**src/config_pin_pkg.sv**
```systemverilog
// constants and types for the configuration pin control block
package config_pin_pkg;

  // ----------------------------------------------------------------
  // mode select codes (defaults, overridable on the top module)
  // ----------------------------------------------------------------
  localparam logic [1:0] MODE_CODE_AS_DEF = 2'h0;
  localparam logic [1:0] MODE_CODE_PS_DEF = 2'h1;
  localparam int         MODE_W           = 2;

  // ----------------------------------------------------------------
  // widths and reset values
  // ----------------------------------------------------------------
  localparam int         USER_IO_W        = 8;
  localparam int         SYNC_W           = 8;
  localparam logic       CHAIN_OUT_RST    = 1'b1;
  localparam logic       SELECT_RST       = 1'b1;

  // ----------------------------------------------------------------
  // synchroniser bit positions
  // ----------------------------------------------------------------
  localparam int         SY_CHAIN         = 0;
  localparam int         SY_RESTART       = 1;
  localparam int         SY_MODE_LO       = 2;
  localparam int         SY_MODE_HI       = 3;
  localparam int         SY_CLEAR         = 4;
  localparam int         SY_OE            = 5;
  localparam int         SY_PACE          = 6;
  localparam int         SY_PLL_POS       = 7;

  // ----------------------------------------------------------------
  // timing
  // ----------------------------------------------------------------
  localparam int         CLK_PERIOD_NS    = 10;
  localparam int         SCLK_HALF_NS     = 20;
  localparam int         SCLK_HALF_CYC    = (SCLK_HALF_NS + CLK_PERIOD_NS - 1) / CLK_PERIOD_NS;
  localparam int         PACE_DIV_NS      = 80;
  localparam int         PACE_DIV_CYC     = (PACE_DIV_NS + CLK_PERIOD_NS - 1) / CLK_PERIOD_NS;
  localparam int         INIT_TICKS       = 16;
  localparam int         CNT_W            = 8;

  // ----------------------------------------------------------------
  // control states
  // ----------------------------------------------------------------
  typedef enum logic [2:0] {
    ST_RESET,
    ST_IDLE,
    ST_CONFIG,
    ST_INIT,
    ST_USER
  } cfg_state_e;

endpackage

```
**src/pin_sync.sv**
```systemverilog
// two flip-flop synchroniser bank for pin inputs
`timescale 1ns/1ps
module pin_sync #(
  parameter int W = 8
) (
  input  wire logic         clock_i,
  input  wire logic         rst_i,
  input  wire logic [W-1:0] async_i,
  output logic      [W-1:0] sync_o
);

  // ----------------------------------------------------------------
  // per bit two stage chain
  // ----------------------------------------------------------------
  for (genvar g = 0; g < W; g++) begin : g_bit
    logic meta_q;
    logic stab_q;
    always_ff @(posedge clock_i) begin
      if (rst_i) begin
        meta_q <= 1'b0;
        stab_q <= 1'b0;
      end else begin
        meta_q <= async_i[g];
        stab_q <= meta_q;
      end
    end
    assign sync_o[g] = stab_q;
  end

endmodule // pin_sync

```
**src/config_chain_pin_control.sv**
```systemverilog
// control of the configuration, chain and global override pins
//
// Overview of operation
// - low chain enable input selects this device
// - chain enable output low after configuration
// - active serial: drive commands on serial output
// - active serial: drive memory select low while configuring
// - passive serial: serial pins become user I/O
// - enabled indicator signals user mode, open drain
// - disabled indicator pin is user I/O
// - optional external clock paces initialization
// - global clear low forces all registers clear
// - global clear high: design clears only, outside reset
// - global output enable low floats all user I/O pins
// - global output enable high: design enables, outside reset
// - mode select pins choose configuration mode
// - first clock pin doubles as pll positive
// - serial clock input passive, output active
// - restart low resets, rising edge starts configuration
`timescale 1ns/1ps
module config_chain_pin_control
  import config_pin_pkg::*;
#(
  parameter logic [1:0] MODE_CODE_AS = MODE_CODE_AS_DEF,
  parameter logic [1:0] MODE_CODE_PS = MODE_CODE_PS_DEF
) (
  input  wire logic                 clock_i,
  input  wire logic                 rst_i,
  input  wire logic                 chain_enable_in_n_i,
  input  wire logic                 config_restart_n_i,
  input  wire logic [MODE_W-1:0]    config_mode_select_i,
  input  wire logic                 global_clear_override_n_i,
  input  wire logic                 global_output_enable_override_i,
  input  wire logic                 init_pace_clock_i,
  input  wire logic                 pace_clock_use_i,
  input  wire logic                 init_done_use_i,
  input  wire logic                 diff_pll_clock_pos_i,
  input  wire logic                 diff_pll_use_i,
  input  wire logic                 load_done_i,
  input  wire logic                 load_cmd_bit_i,
  input  wire logic                 user_clear_i,
  input  wire logic                 user_cmd_out_i,
  input  wire logic                 user_cmd_oe_i,
  input  wire logic                 user_select_i,
  input  wire logic                 user_select_oe_i,
  input  wire logic                 user_init_done_i,
  input  wire logic                 user_init_done_oe_i,
  input  wire logic [USER_IO_W-1:0] user_io_oe_i,
  output logic                      chain_enable_out_n_o,
  output logic                      serial_cmd_out_o,
  output logic                      serial_cmd_oe_o,
  output logic                      mem_select_n_o,
  output logic                      mem_select_oe_o,
  output logic                      config_serial_clock_o,
  output logic                      config_serial_clock_oe_o,
  output logic                      init_done_o,
  output logic                      init_done_oe_o,
  output logic                      user_mode_o,
  output logic                      config_start_o,
  output logic                      device_reset_o,
  output logic                      reg_clear_o,
  output logic [USER_IO_W-1:0]      io_oe_o,
  output logic                      pll1_pos_o,
  output logic                      global_clk0_o
);

  // ----------------------------------------------------------------
  // pin synchronisers
  // ----------------------------------------------------------------
  logic [SYNC_W-1:0] sync_s;
  logic              ce_s;
  logic              restart_s;
  logic [1:0]        mode_s;
  logic              clear_s;
  logic              goe_s;
  logic              pace_s;
  logic              pll_pos_s;

  pin_sync #(
    .W (SYNC_W)
  ) u_sync (
    .clock_i (clock_i),
    .rst_i   (rst_i),
    .async_i ({diff_pll_clock_pos_i, init_pace_clock_i, global_output_enable_override_i,
               global_clear_override_n_i, config_mode_select_i, config_restart_n_i, chain_enable_in_n_i}),
    .sync_o  (sync_s)
  );

  assign ce_s      = sync_s[SY_CHAIN];
  assign restart_s = sync_s[SY_RESTART];
  assign mode_s    = sync_s[SY_MODE_HI:SY_MODE_LO];
  assign clear_s   = sync_s[SY_CLEAR];
  assign goe_s     = sync_s[SY_OE];
  assign pace_s    = sync_s[SY_PACE];
  assign pll_pos_s = sync_s[SY_PLL_POS];

  // ----------------------------------------------------------------
  // mode latch and pacing
  // ----------------------------------------------------------------
  cfg_state_e       state_q;
  logic             mode_as_q;
  logic             mode_ps_q;
  logic             pace_prev_q;
  logic [CNT_W-1:0] div_q;
  logic [CNT_W-1:0] init_cnt_q;
  logic [CNT_W-1:0] sclk_cnt_q;
  logic             sclk_q;
  logic             div_tick;
  logic             pace_tick;

  always_ff @(posedge clock_i) begin
    if (rst_i) begin
      mode_as_q <= 1'b0;
      mode_ps_q <= 1'b0;
    end else if (state_q == ST_RESET && restart_s) begin
      mode_as_q <= (mode_s == MODE_CODE_AS);
      mode_ps_q <= (mode_s == MODE_CODE_PS);
    end
  end

  assign div_tick = (div_q == CNT_W'(PACE_DIV_CYC - 1));

  always_ff @(posedge clock_i) begin
    if (rst_i || div_tick) begin
      div_q <= '0;
    end else begin
      div_q <= div_q + 1'b1;
    end
  end

  always_ff @(posedge clock_i) begin
    if (rst_i) begin
      pace_prev_q <= 1'b0;
    end else begin
      pace_prev_q <= pace_s;
    end
  end

  assign pace_tick = pace_clock_use_i ? (pace_s & ~pace_prev_q) : div_tick;

  // ----------------------------------------------------------------
  // configuration sequence
  // ----------------------------------------------------------------
  always_ff @(posedge clock_i) begin
    if (rst_i) begin
      state_q    <= ST_RESET;
      init_cnt_q <= '0;
    end else if (!restart_s) begin
      state_q    <= ST_RESET;
      init_cnt_q <= '0;
    end else begin
      case (state_q)
        ST_RESET: begin
          state_q <= ST_IDLE;
        end
        ST_IDLE: begin
          if (!ce_s) begin
            state_q <= ST_CONFIG;
          end
        end
        ST_CONFIG: begin
          if (ce_s) begin
            state_q <= ST_IDLE;
          end else if (load_done_i) begin
            state_q    <= ST_INIT;
            init_cnt_q <= '0;
          end
        end
        ST_INIT: begin
          if (pace_tick) begin
            if (init_cnt_q == CNT_W'(INIT_TICKS - 1)) begin
              state_q <= ST_USER;
            end
            init_cnt_q <= init_cnt_q + 1'b1;
          end
        end
        default: begin
          state_q <= ST_USER;
        end
      endcase
    end
  end

  // ----------------------------------------------------------------
  // serial clock generation
  // ----------------------------------------------------------------
  always_ff @(posedge clock_i) begin
    if (rst_i || state_q != ST_CONFIG || !mode_as_q) begin
      sclk_cnt_q <= '0;
      sclk_q     <= 1'b0;
    end else if (sclk_cnt_q == CNT_W'(SCLK_HALF_CYC - 1)) begin
      sclk_cnt_q <= '0;
      sclk_q     <= ~sclk_q;
    end else begin
      sclk_cnt_q <= sclk_cnt_q + 1'b1;
    end
  end

  // ----------------------------------------------------------------
  // pin outputs
  // ----------------------------------------------------------------
  logic io_free;
  assign io_free = (state_q != ST_RESET) && goe_s;

  always_ff @(posedge clock_i) begin
    if (rst_i) begin
      chain_enable_out_n_o     <= CHAIN_OUT_RST;
      user_mode_o              <= 1'b0;
      config_start_o           <= 1'b0;
      device_reset_o           <= 1'b1;
    end else begin
      chain_enable_out_n_o     <= !(state_q == ST_INIT || state_q == ST_USER);
      user_mode_o              <= (state_q == ST_USER);
      config_start_o           <= (state_q == ST_RESET) && restart_s;
      device_reset_o           <= (state_q == ST_RESET);
    end
  end

  always_ff @(posedge clock_i) begin
    if (rst_i) begin
      serial_cmd_out_o         <= 1'b0;
      serial_cmd_oe_o          <= 1'b0;
      mem_select_n_o           <= SELECT_RST;
      mem_select_oe_o          <= 1'b0;
      config_serial_clock_o    <= 1'b0;
      config_serial_clock_oe_o <= 1'b0;
    end else if (mode_as_q && state_q != ST_RESET) begin
      serial_cmd_out_o         <= (state_q == ST_CONFIG) ? load_cmd_bit_i : 1'b0;
      serial_cmd_oe_o          <= 1'b1;
      mem_select_n_o           <= (state_q != ST_CONFIG);
      mem_select_oe_o          <= 1'b1;
      config_serial_clock_o    <= sclk_q;
      config_serial_clock_oe_o <= 1'b1;
    end else begin
      serial_cmd_out_o         <= user_cmd_out_i;
      serial_cmd_oe_o          <= mode_ps_q && io_free && user_cmd_oe_i;
      mem_select_n_o           <= user_select_i;
      mem_select_oe_o          <= mode_ps_q && io_free && user_select_oe_i;
      config_serial_clock_o    <= 1'b0;
      config_serial_clock_oe_o <= 1'b0;
    end
  end

  always_ff @(posedge clock_i) begin
    if (rst_i) begin
      init_done_o    <= 1'b0;
      init_done_oe_o <= 1'b0;
    end else if (init_done_use_i) begin
      // open drain low until user mode
      init_done_o    <= 1'b0;
      init_done_oe_o <= (state_q != ST_USER);
    end else begin
      init_done_o    <= user_init_done_i;
      init_done_oe_o <= io_free && user_init_done_oe_i;
    end
  end

  always_ff @(posedge clock_i) begin
    if (rst_i) begin
      reg_clear_o <= 1'b1;
      io_oe_o     <= '0;
    end else begin
      reg_clear_o <= !clear_s || (state_q == ST_RESET) || user_clear_i;
      io_oe_o     <= io_free ? user_io_oe_i : '0;
    end
  end

  always_ff @(posedge clock_i) begin
    if (rst_i) begin
      pll1_pos_o    <= 1'b0;
      global_clk0_o <= 1'b0;
    end else begin
      pll1_pos_o    <= diff_pll_use_i ? pll_pos_s : 1'b0;
      global_clk0_o <= diff_pll_use_i ? 1'b0 : pll_pos_s;
    end
  end

  // ----------------------------------------------------------------
  // assertions
  // ----------------------------------------------------------------
  property p_chain_low;
    @(posedge clock_i) disable iff (rst_i) (state_q == ST_USER) |=> !chain_enable_out_n_o;
  endproperty
  a_chain_low: assert property (p_chain_low) else $error("chain output not low after config");

  property p_chain_high;
    @(posedge clock_i) disable iff (rst_i) (state_q inside {ST_RESET, ST_IDLE, ST_CONFIG}) |=> chain_enable_out_n_o;
  endproperty
  a_chain_high: assert property (p_chain_high) else $error("chain output low too early");

  property p_select;
    @(posedge clock_i) disable iff (rst_i)
      (state_q == ST_CONFIG && mode_as_q && restart_s) |=> (!mem_select_n_o && mem_select_oe_o);
  endproperty
  a_select: assert property (p_select) else $error("memory not selected in active serial");

  property p_cmd;
    @(posedge clock_i) disable iff (rst_i)
      (state_q == ST_CONFIG && mode_as_q) |=> (serial_cmd_out_o == $past(load_cmd_bit_i)) && serial_cmd_oe_o;
  endproperty
  a_cmd: assert property (p_cmd) else $error("command bit not driven");

  property p_ps_release;
    @(posedge clock_i) disable iff (rst_i)
      (!mode_as_q && mode_ps_q && io_free) |=> (serial_cmd_oe_o == $past(user_cmd_oe_i));
  endproperty
  a_ps_release: assert property (p_ps_release) else $error("serial output not released");

  property p_init_ind;
    @(posedge clock_i) disable iff (rst_i)
      (init_done_use_i && state_q != ST_USER) |=> (init_done_oe_o && !init_done_o);
  endproperty
  a_init_ind: assert property (p_init_ind) else $error("indicator not pulled low");

  property p_clear_force;
    @(posedge clock_i) disable iff (rst_i) !clear_s |=> reg_clear_o;
  endproperty
  a_clear_force: assert property (p_clear_force) else $error("clear not forced");

  property p_clear_pass;
    @(posedge clock_i) disable iff (rst_i)
      (clear_s && state_q != ST_RESET) |=> (reg_clear_o == $past(user_clear_i));
  endproperty
  a_clear_pass: assert property (p_clear_pass) else $error("clear not from design");

  property p_float;
    @(posedge clock_i) disable iff (rst_i) !goe_s |=> (io_oe_o == '0);
  endproperty
  a_float: assert property (p_float) else $error("pins not floated");

  property p_start;
    @(posedge clock_i) disable iff (rst_i)
      (state_q == ST_RESET && restart_s) |=> config_start_o ##1 !config_start_o;
  endproperty
  a_start: assert property (p_start) else $error("start pulse wrong");

  property p_enable;
    @(posedge clock_i) disable iff (rst_i)
      (state_q == ST_IDLE && !ce_s && restart_s) |=> (state_q == ST_CONFIG);
  endproperty
  a_enable: assert property (p_enable) else $error("enabled device not configuring");

  property p_user_reach;
    @(posedge clock_i) disable iff (rst_i)
      (state_q == ST_CONFIG && load_done_i && !ce_s && restart_s) |=>
        (state_q == ST_INIT) ##1 (state_q == ST_INIT || !$past(restart_s));
  endproperty
  a_user_reach: assert property (p_user_reach) else $error("init phase skipped");

  c_as_config: cover property (@(posedge clock_i) disable iff (rst_i) state_q == ST_CONFIG && mode_as_q);
  c_ps_user: cover property (@(posedge clock_i) disable iff (rst_i) state_q == ST_USER && mode_ps_q);
  c_restart: cover property (@(posedge clock_i) disable iff (rst_i) state_q == ST_USER ##1 state_q == ST_RESET);

endmodule // config_chain_pin_control

```
**config.mk**
```make
export PLATFORM = sky130hd
export DESIGN_NAME = config_chain_pin_control
export DESIGN_NICKNAME = d
export VERILOG_FILES = /design/src/config_pin_pkg.sv /design/src/pin_sync.sv /design/src/config_chain_pin_control.sv
export SDC_FILE = /design/constraint.sdc
export NUM_CORES = 1
export LEC_CHECK = 0
export BUFFER_PORTS_ARGS = -buffer_cell sky130_fd_sc_hd__buf_2
export CORE_MARGIN = 4
export CORE_UTILIZATION = 48
export DETAILED_ROUTE_END_ITERATION = 16
export PLACE_DENSITY = 0.74
export SLEW_MARGIN = 15
export SYNTH_ARGS = -nofsm -noshare
export SYNTH_HDL_FRONTEND = slang
export SYNTH_SLANG_ARGS = --single-unit
```
**constraint.sdc**
```tcl
create_clock -name clock_i -period 1.8 [get_ports clock_i]
set_input_delay 0.27 -clock clock_i [delete_from_list [all_inputs] [get_ports clock_i]]
set_output_delay 0.27 -clock clock_i [all_outputs]
set_load 0.02 [all_outputs]
```
# Word level (Yosys, flattened, before mapping)
# Cells that the tools add are included.
# op_classes
n_reduce_logical	29
bitwise_logic	7
eq_ne	16
n_addsub	3
muxes	18
# op_table
cell	n
8-bit by 1-bit adder with 8-bit output (second input constant)	3
8-bit two-way mux	3
8-bit case mux with 2 select lines	1
3-bit two-way mux	5
2-bit OR reduction	7
3-bit case mux with 4 select lines	1
2-bit != test (second input constant)	5
8-bit by 1-bit equality test with 1-bit output (second input constant)	1
8-bit by 3-bit equality test with 1-bit output (second input constant)	1
8-bit by 4-bit equality test with 1-bit output (second input constant)	1
1-bit two-way mux	8
4-bit AND reduction	2
1-bit logical AND	7
3-bit by 2-bit equality test with 1-bit output (second input constant)	2
1-bit logical OR	6
3-bit by 2-bit != test with 1-bit output (second input constant)	2
1-bit inverter	6
3-bit by 1-bit equality test with 1-bit output (second input constant)	1
3-bit equality test (second input constant)	1
1-bit logical NOT	3
3-bit logical NOT	1
3-bit != test (second input constant)	1
3-bit nonzero test	1
2-bit by 1-bit equality test with 1-bit output (second input constant)	1
other kinds (3)	3
# word_totals
in_bits	30
output_inout_bits	23
regBits	70
elab_cells	113

# Longest topological paths before layout
# depth
word_depth	5
ltp_mapped	6
mapped_depth_nobuf	6

# By module
# From an unflattened synthesis, not the netlist that was laid out.
# hier_totals
cells_unflattened	269
hier_area_um2	2677.6
# by_module_without_submodules
module	seq_area_each_um2	area_per_inst_um2	instances	cells_each
config_chain_pin_control	1081.0	2153.3	1	228
pin_sync	320.3	524.3	1	41

# Worst setup path before layout
# OpenSTA, ideal clock, no wires.
# synth_path
path_kind	reg-to-reg
startpoint	register div_q[6]
endpoint	register init_cnt_q[5]
slack_ns	-0.066
setup_ns	0.074
stages_incl_launch_ff	6
arrival_time_ns	1.792
required_ns	1.726
n_path_buf	1
period_less_slack_ns	1.866
cell_sequence	dfxtp_1 -> or4_4 -> o21a_1 -> buf_6 -> or4b_1 -> a31oi_1
# synth_via
elab_chain_len	4
# synth_lines
item	line	rtl
start: declaration	config_chain_pin_control.sv:104	logic [CNT_W-1:0] div_q;
start signal: assignment	config_chain_pin_control.sv:127	div_q <= div_q + 1'b1;
8-bit by 3-bit equality test with 1-bit output	config_chain_pin_control.sv:121	assign div_tick = (div_q == CNT_W'(PACE_DIV_CYC - 1));
1-bit two-way mux	config_chain_pin_control.sv:139	assign pace_tick = pace_clock_use_i ? (pace_s & ~pace_prev_q) : div_tick;
2-bit != test (no source line)	n/a	
4-bit AND reduction (no source line)	n/a	
end signal: assignment	config_chain_pin_control.sv:174	init_cnt_q <= init_cnt_q + 1'b1;
end: declaration	config_chain_pin_control.sv:105	logic [CNT_W-1:0] init_cnt_q;
# No other way between the ends.
# A chain may end at the register's enable or synchronous reset.

# Final worst setup path
# layout_path
startpoint	register div_q[3]
endpoint	register init_cnt_q[7]
# Same word-level chain as after synthesis.

==> metrics.md <==
| Metric | Value |
|---|---|
| HP Class | `input port to flip-flop` |
| Fin area | `3230 µm²` |
| # rows | `26` |
| Slew Viols, Final | `0` |
| Final Power | `2.89 mW` |
| Worst rel slew slack | `56.7%` |
| CTS root buffer | `clkbuf_8` |
| Worst Tran Pin Value | `0.643 ns` |
| TritonCTS buffer count | `9` |
| Synth Area in Simple Gates | `25.9%` |
| Post-Synth XOR/XNOR Area | `4.74%` |
| Yosys reg bits | `70` |
| Vias in the first global route | `1921` |
| 1st-iter DRT viols | `163` |
| Gr ovfl total | `0` |
| Core footprint | `5170 µm²` |
| VDD IR max | `0.526 mV` |
| Crit path DAT | `1.97 ns` |
| Clock Latency Late Sink | `0.35 ns` |
| TritonCTS clock tree | `yes` |
| Fmax | `571 MHz` |
| Fillers | `443` |
| Clock slew at reported path FFs | `0.07 ns` |
| Residual DRC count | `0` |
| Status | `finished, final reports clean` |
| Hold_sp | `diff_pll_use_i` |
| Hold Slack | `0.0912 ns` |
| Synth Flop Type | `dfxtp_1` |
| CTS Sinks | `70` |
| Area after DPL | `3010 µm²` |
| Power Dens Cells | `895 nW/µm²` |
| Count of final setup violators | `0` |
| Post-Synth Adder-Cell Area | `1.94%` |
| Post-synthesis mux area share | `0%` |
| Main combinational cell family by area after synthesis | `simple AND/OR/NAND/NOR gates` |
| Starting Density | `50.0%` |
| Syn Inst Count | `263` |
| Layout cells sized above 1 | `28.5%` |
| Critical path peak fanout | `7` |
| Synth Area in Compound Gates | `10.6%` |
| R2r setup slk | `0.05 ns` |
| Vias/cell | `5.09` |
| Startpoint Class | `flip-flop` |
| R2R Path End | `init_cnt_q[7]` |
| Number of flops mapped to enable cells by yosys | `0` |
| H-tree levels | `3` |
| Leak | `1.37 nW` |
| Area leader, netlist | `dfxtp_1` |
| Synth cell types | `47` |
| Register area share after synthesis | `54.2%` |
| I/O pins | `53` |
| Final Util | `62.4%` |
| CTS hold repair buffers | `0` |
| Final Hold Vio Count | `0` |
| First-pass GRT wire length | `8380 µm` |
| Via count | `2071` |
| DRT antenna net count | `0` |
| HPWL after detailed placement | `3730 µm` |
| Synth warnings | `0` |
| Maximum capacitance violations | `0` |
| Pin count of the biggest net entering global routing | `14` |
| Reg2Reg Depth | `5` |
| Post-route minimum period | `1.75 ns` |
| DRT Wirelength | `5100 µm` |
| Synth top area cells | `dfxtp_1 54%, nor2b_1 4.8%, and3_1 3.6%` |
| Worst Path Required | `2.02 ns` |
| Antenna diodes | `0` |
| Top-area cell type share of the netlist area | `54.2%` |
| Avg Cell Area, Syn | `9.83 µm²` |
| Synth-to-layout area growth | `24.9%` |
| Asr flop ratio synth | `0%` |
| Setup crit end kind | `flip-flop` |
| CP Class | `flip-flop to flip-flop` |
| Drt pass-1 iters | `4` |
| Die width | `81.4 µm` |
| Worst R2R Start | `div_q[3]` |
| Worst Hold End | `global_clk0_o` |
| Post-Route Setup TNS | `0 ns` |
| Gp weighted congestion | `0.819` |
| Synthesized area | `2580 µm²` |
| Worst clock skew | `0.00613 ns` |
| Syn_nets | `297` |
| DIE AREA | `6620 µm²` |
| Clock buffer depth | `2` |
| Hold path depth | `2` |
| Wire per inst | `12.5 µm` |
| Port bufs | `52` |
| Die height | `81.4 µm` |
| Post-layout nets | `366` |
| Leading cell type in the layout, fill and taps excluded | `dfxtp_1` |
| Tcrit/Tclk final | `97.2%` |
| Initial antenna violation count | `0` |
| RSZ-0062 raised after global routing | `true` |
| GRT Util Overall | `16.7%` |
| Most frequent cells in the layout | `68 x dfxtp_1, 52 x buf_2, 22 x nor2_1` |
## cell usage after synthesis (all sizes together) (3+ instances only)
| cell | count |
|---|---|
| a21oi | 8 |
| nand3 | 13 |
| and3 | 16 |
| clkbuf | 10 |
| nor2 | 22 |
| o21ai | 5 |
| and2 | 3 |
| nor3b | 4 |
| nor2b | 20 |
| a31oi | 4 |
| xnor2 | 4 |
| xor2 | 10 |
| ha | 4 |
| dfxtp | 70 |
| nand2 | 16 |
| nand2b | 5 |
| o21a | 4 |
| inv | 5 |
| nor3 | 4 |
## routing by layer
layer	vias up	part of all wire, %	global-route usage (%)	wire length (µm)
met5	-	0	0	0
met4	0	2.2	8.11	110
met3	9	7.4	5.65	377
met2	63	42	24.1	2140
met1	936	48	22.2	2470
li1	1063	-	-	-
## kinds of logic (layout without fill, tap and decap cells)
kind of cell	Yosys count	count (layout)
compound gates	39	39
flops	70	70
xor+xnor	14	14
fa+ha+maj	4	4
buf+inv	16	90
simple gates	120	120
## metrics by stage
step,std cells,setup WS (ns)
final,407,0.0501
after global routing,407,-0.000671
after CTS,407,0.0377
after detailed placement,390,-0.150
after global placement,390,-0.0870
after floorplan,263,0.00310
## critical path: stages (launching register included)
cell and delay [ns]:
dfxtp_2 0.32, or4_4 0.53, o21a_4 0.23, buf_4 0.16
o311ai_4 0.28, a31oi_1 0.11
## state kept, by name (all words and copies together), names as in the netlist, 3 cells and up
| register | cells |
|---|---|
| io_oe_o | 8 |
| init_cnt_q | 8 |
| u_sync.g_bit.meta_q | 8 |
| div_q | 8 |
| sclk_cnt_q | 8 |
| u_sync.g_bit.stab_q | 8 |
| state_q | 3 |
## how the worst max path moves through the flow
stage               depth (start not counted)  slack (ns)        startpoint             to
floorplan                                   5       0.003          div_q[3]  init_cnt_q[5]
global placement                            5       -0.09  pace_clock_use_i  init_cnt_q[7]
detailed placement                          6       -0.15  pace_clock_use_i  init_cnt_q[7]
CTS                                         5        0.04          div_q[3]  init_cnt_q[7]
global route                                5     -0.0007          div_q[3]  init_cnt_q[7]
finish                                      5        0.05          div_q[3]  init_cnt_q[7]
## area by class of cell
cell class,count,area [µm²],share of cell area [%]
clock buffer,10,138,4.26
inverter,5,18.8,0.581
sequential,70,1400,43.5
clock inverter,6,46.3,1.43
timing repair buffer,69,388,12.0
tap,70,87.6,2.71
multi-input combinational,177,1150,35.5
## repair_timing
action,in CTS,in global routing
gates resized for setup,2,4
buffers inserted,1,0
endpoints found under the setup margin,1,4
pin swaps,4,2
endpoints found under the hold margin,0,0
## power by group
part	internal (mW)	total [mW]	leakage (nW)	switching [mW]
sequential	1.58	1.60	0.570	0.0159
combinational	0.0700	0.138	0.706	0.0677
clock	0.543	1.16	0.0889	0.613
No activity file was read; power rests on OpenSTA's default activity.
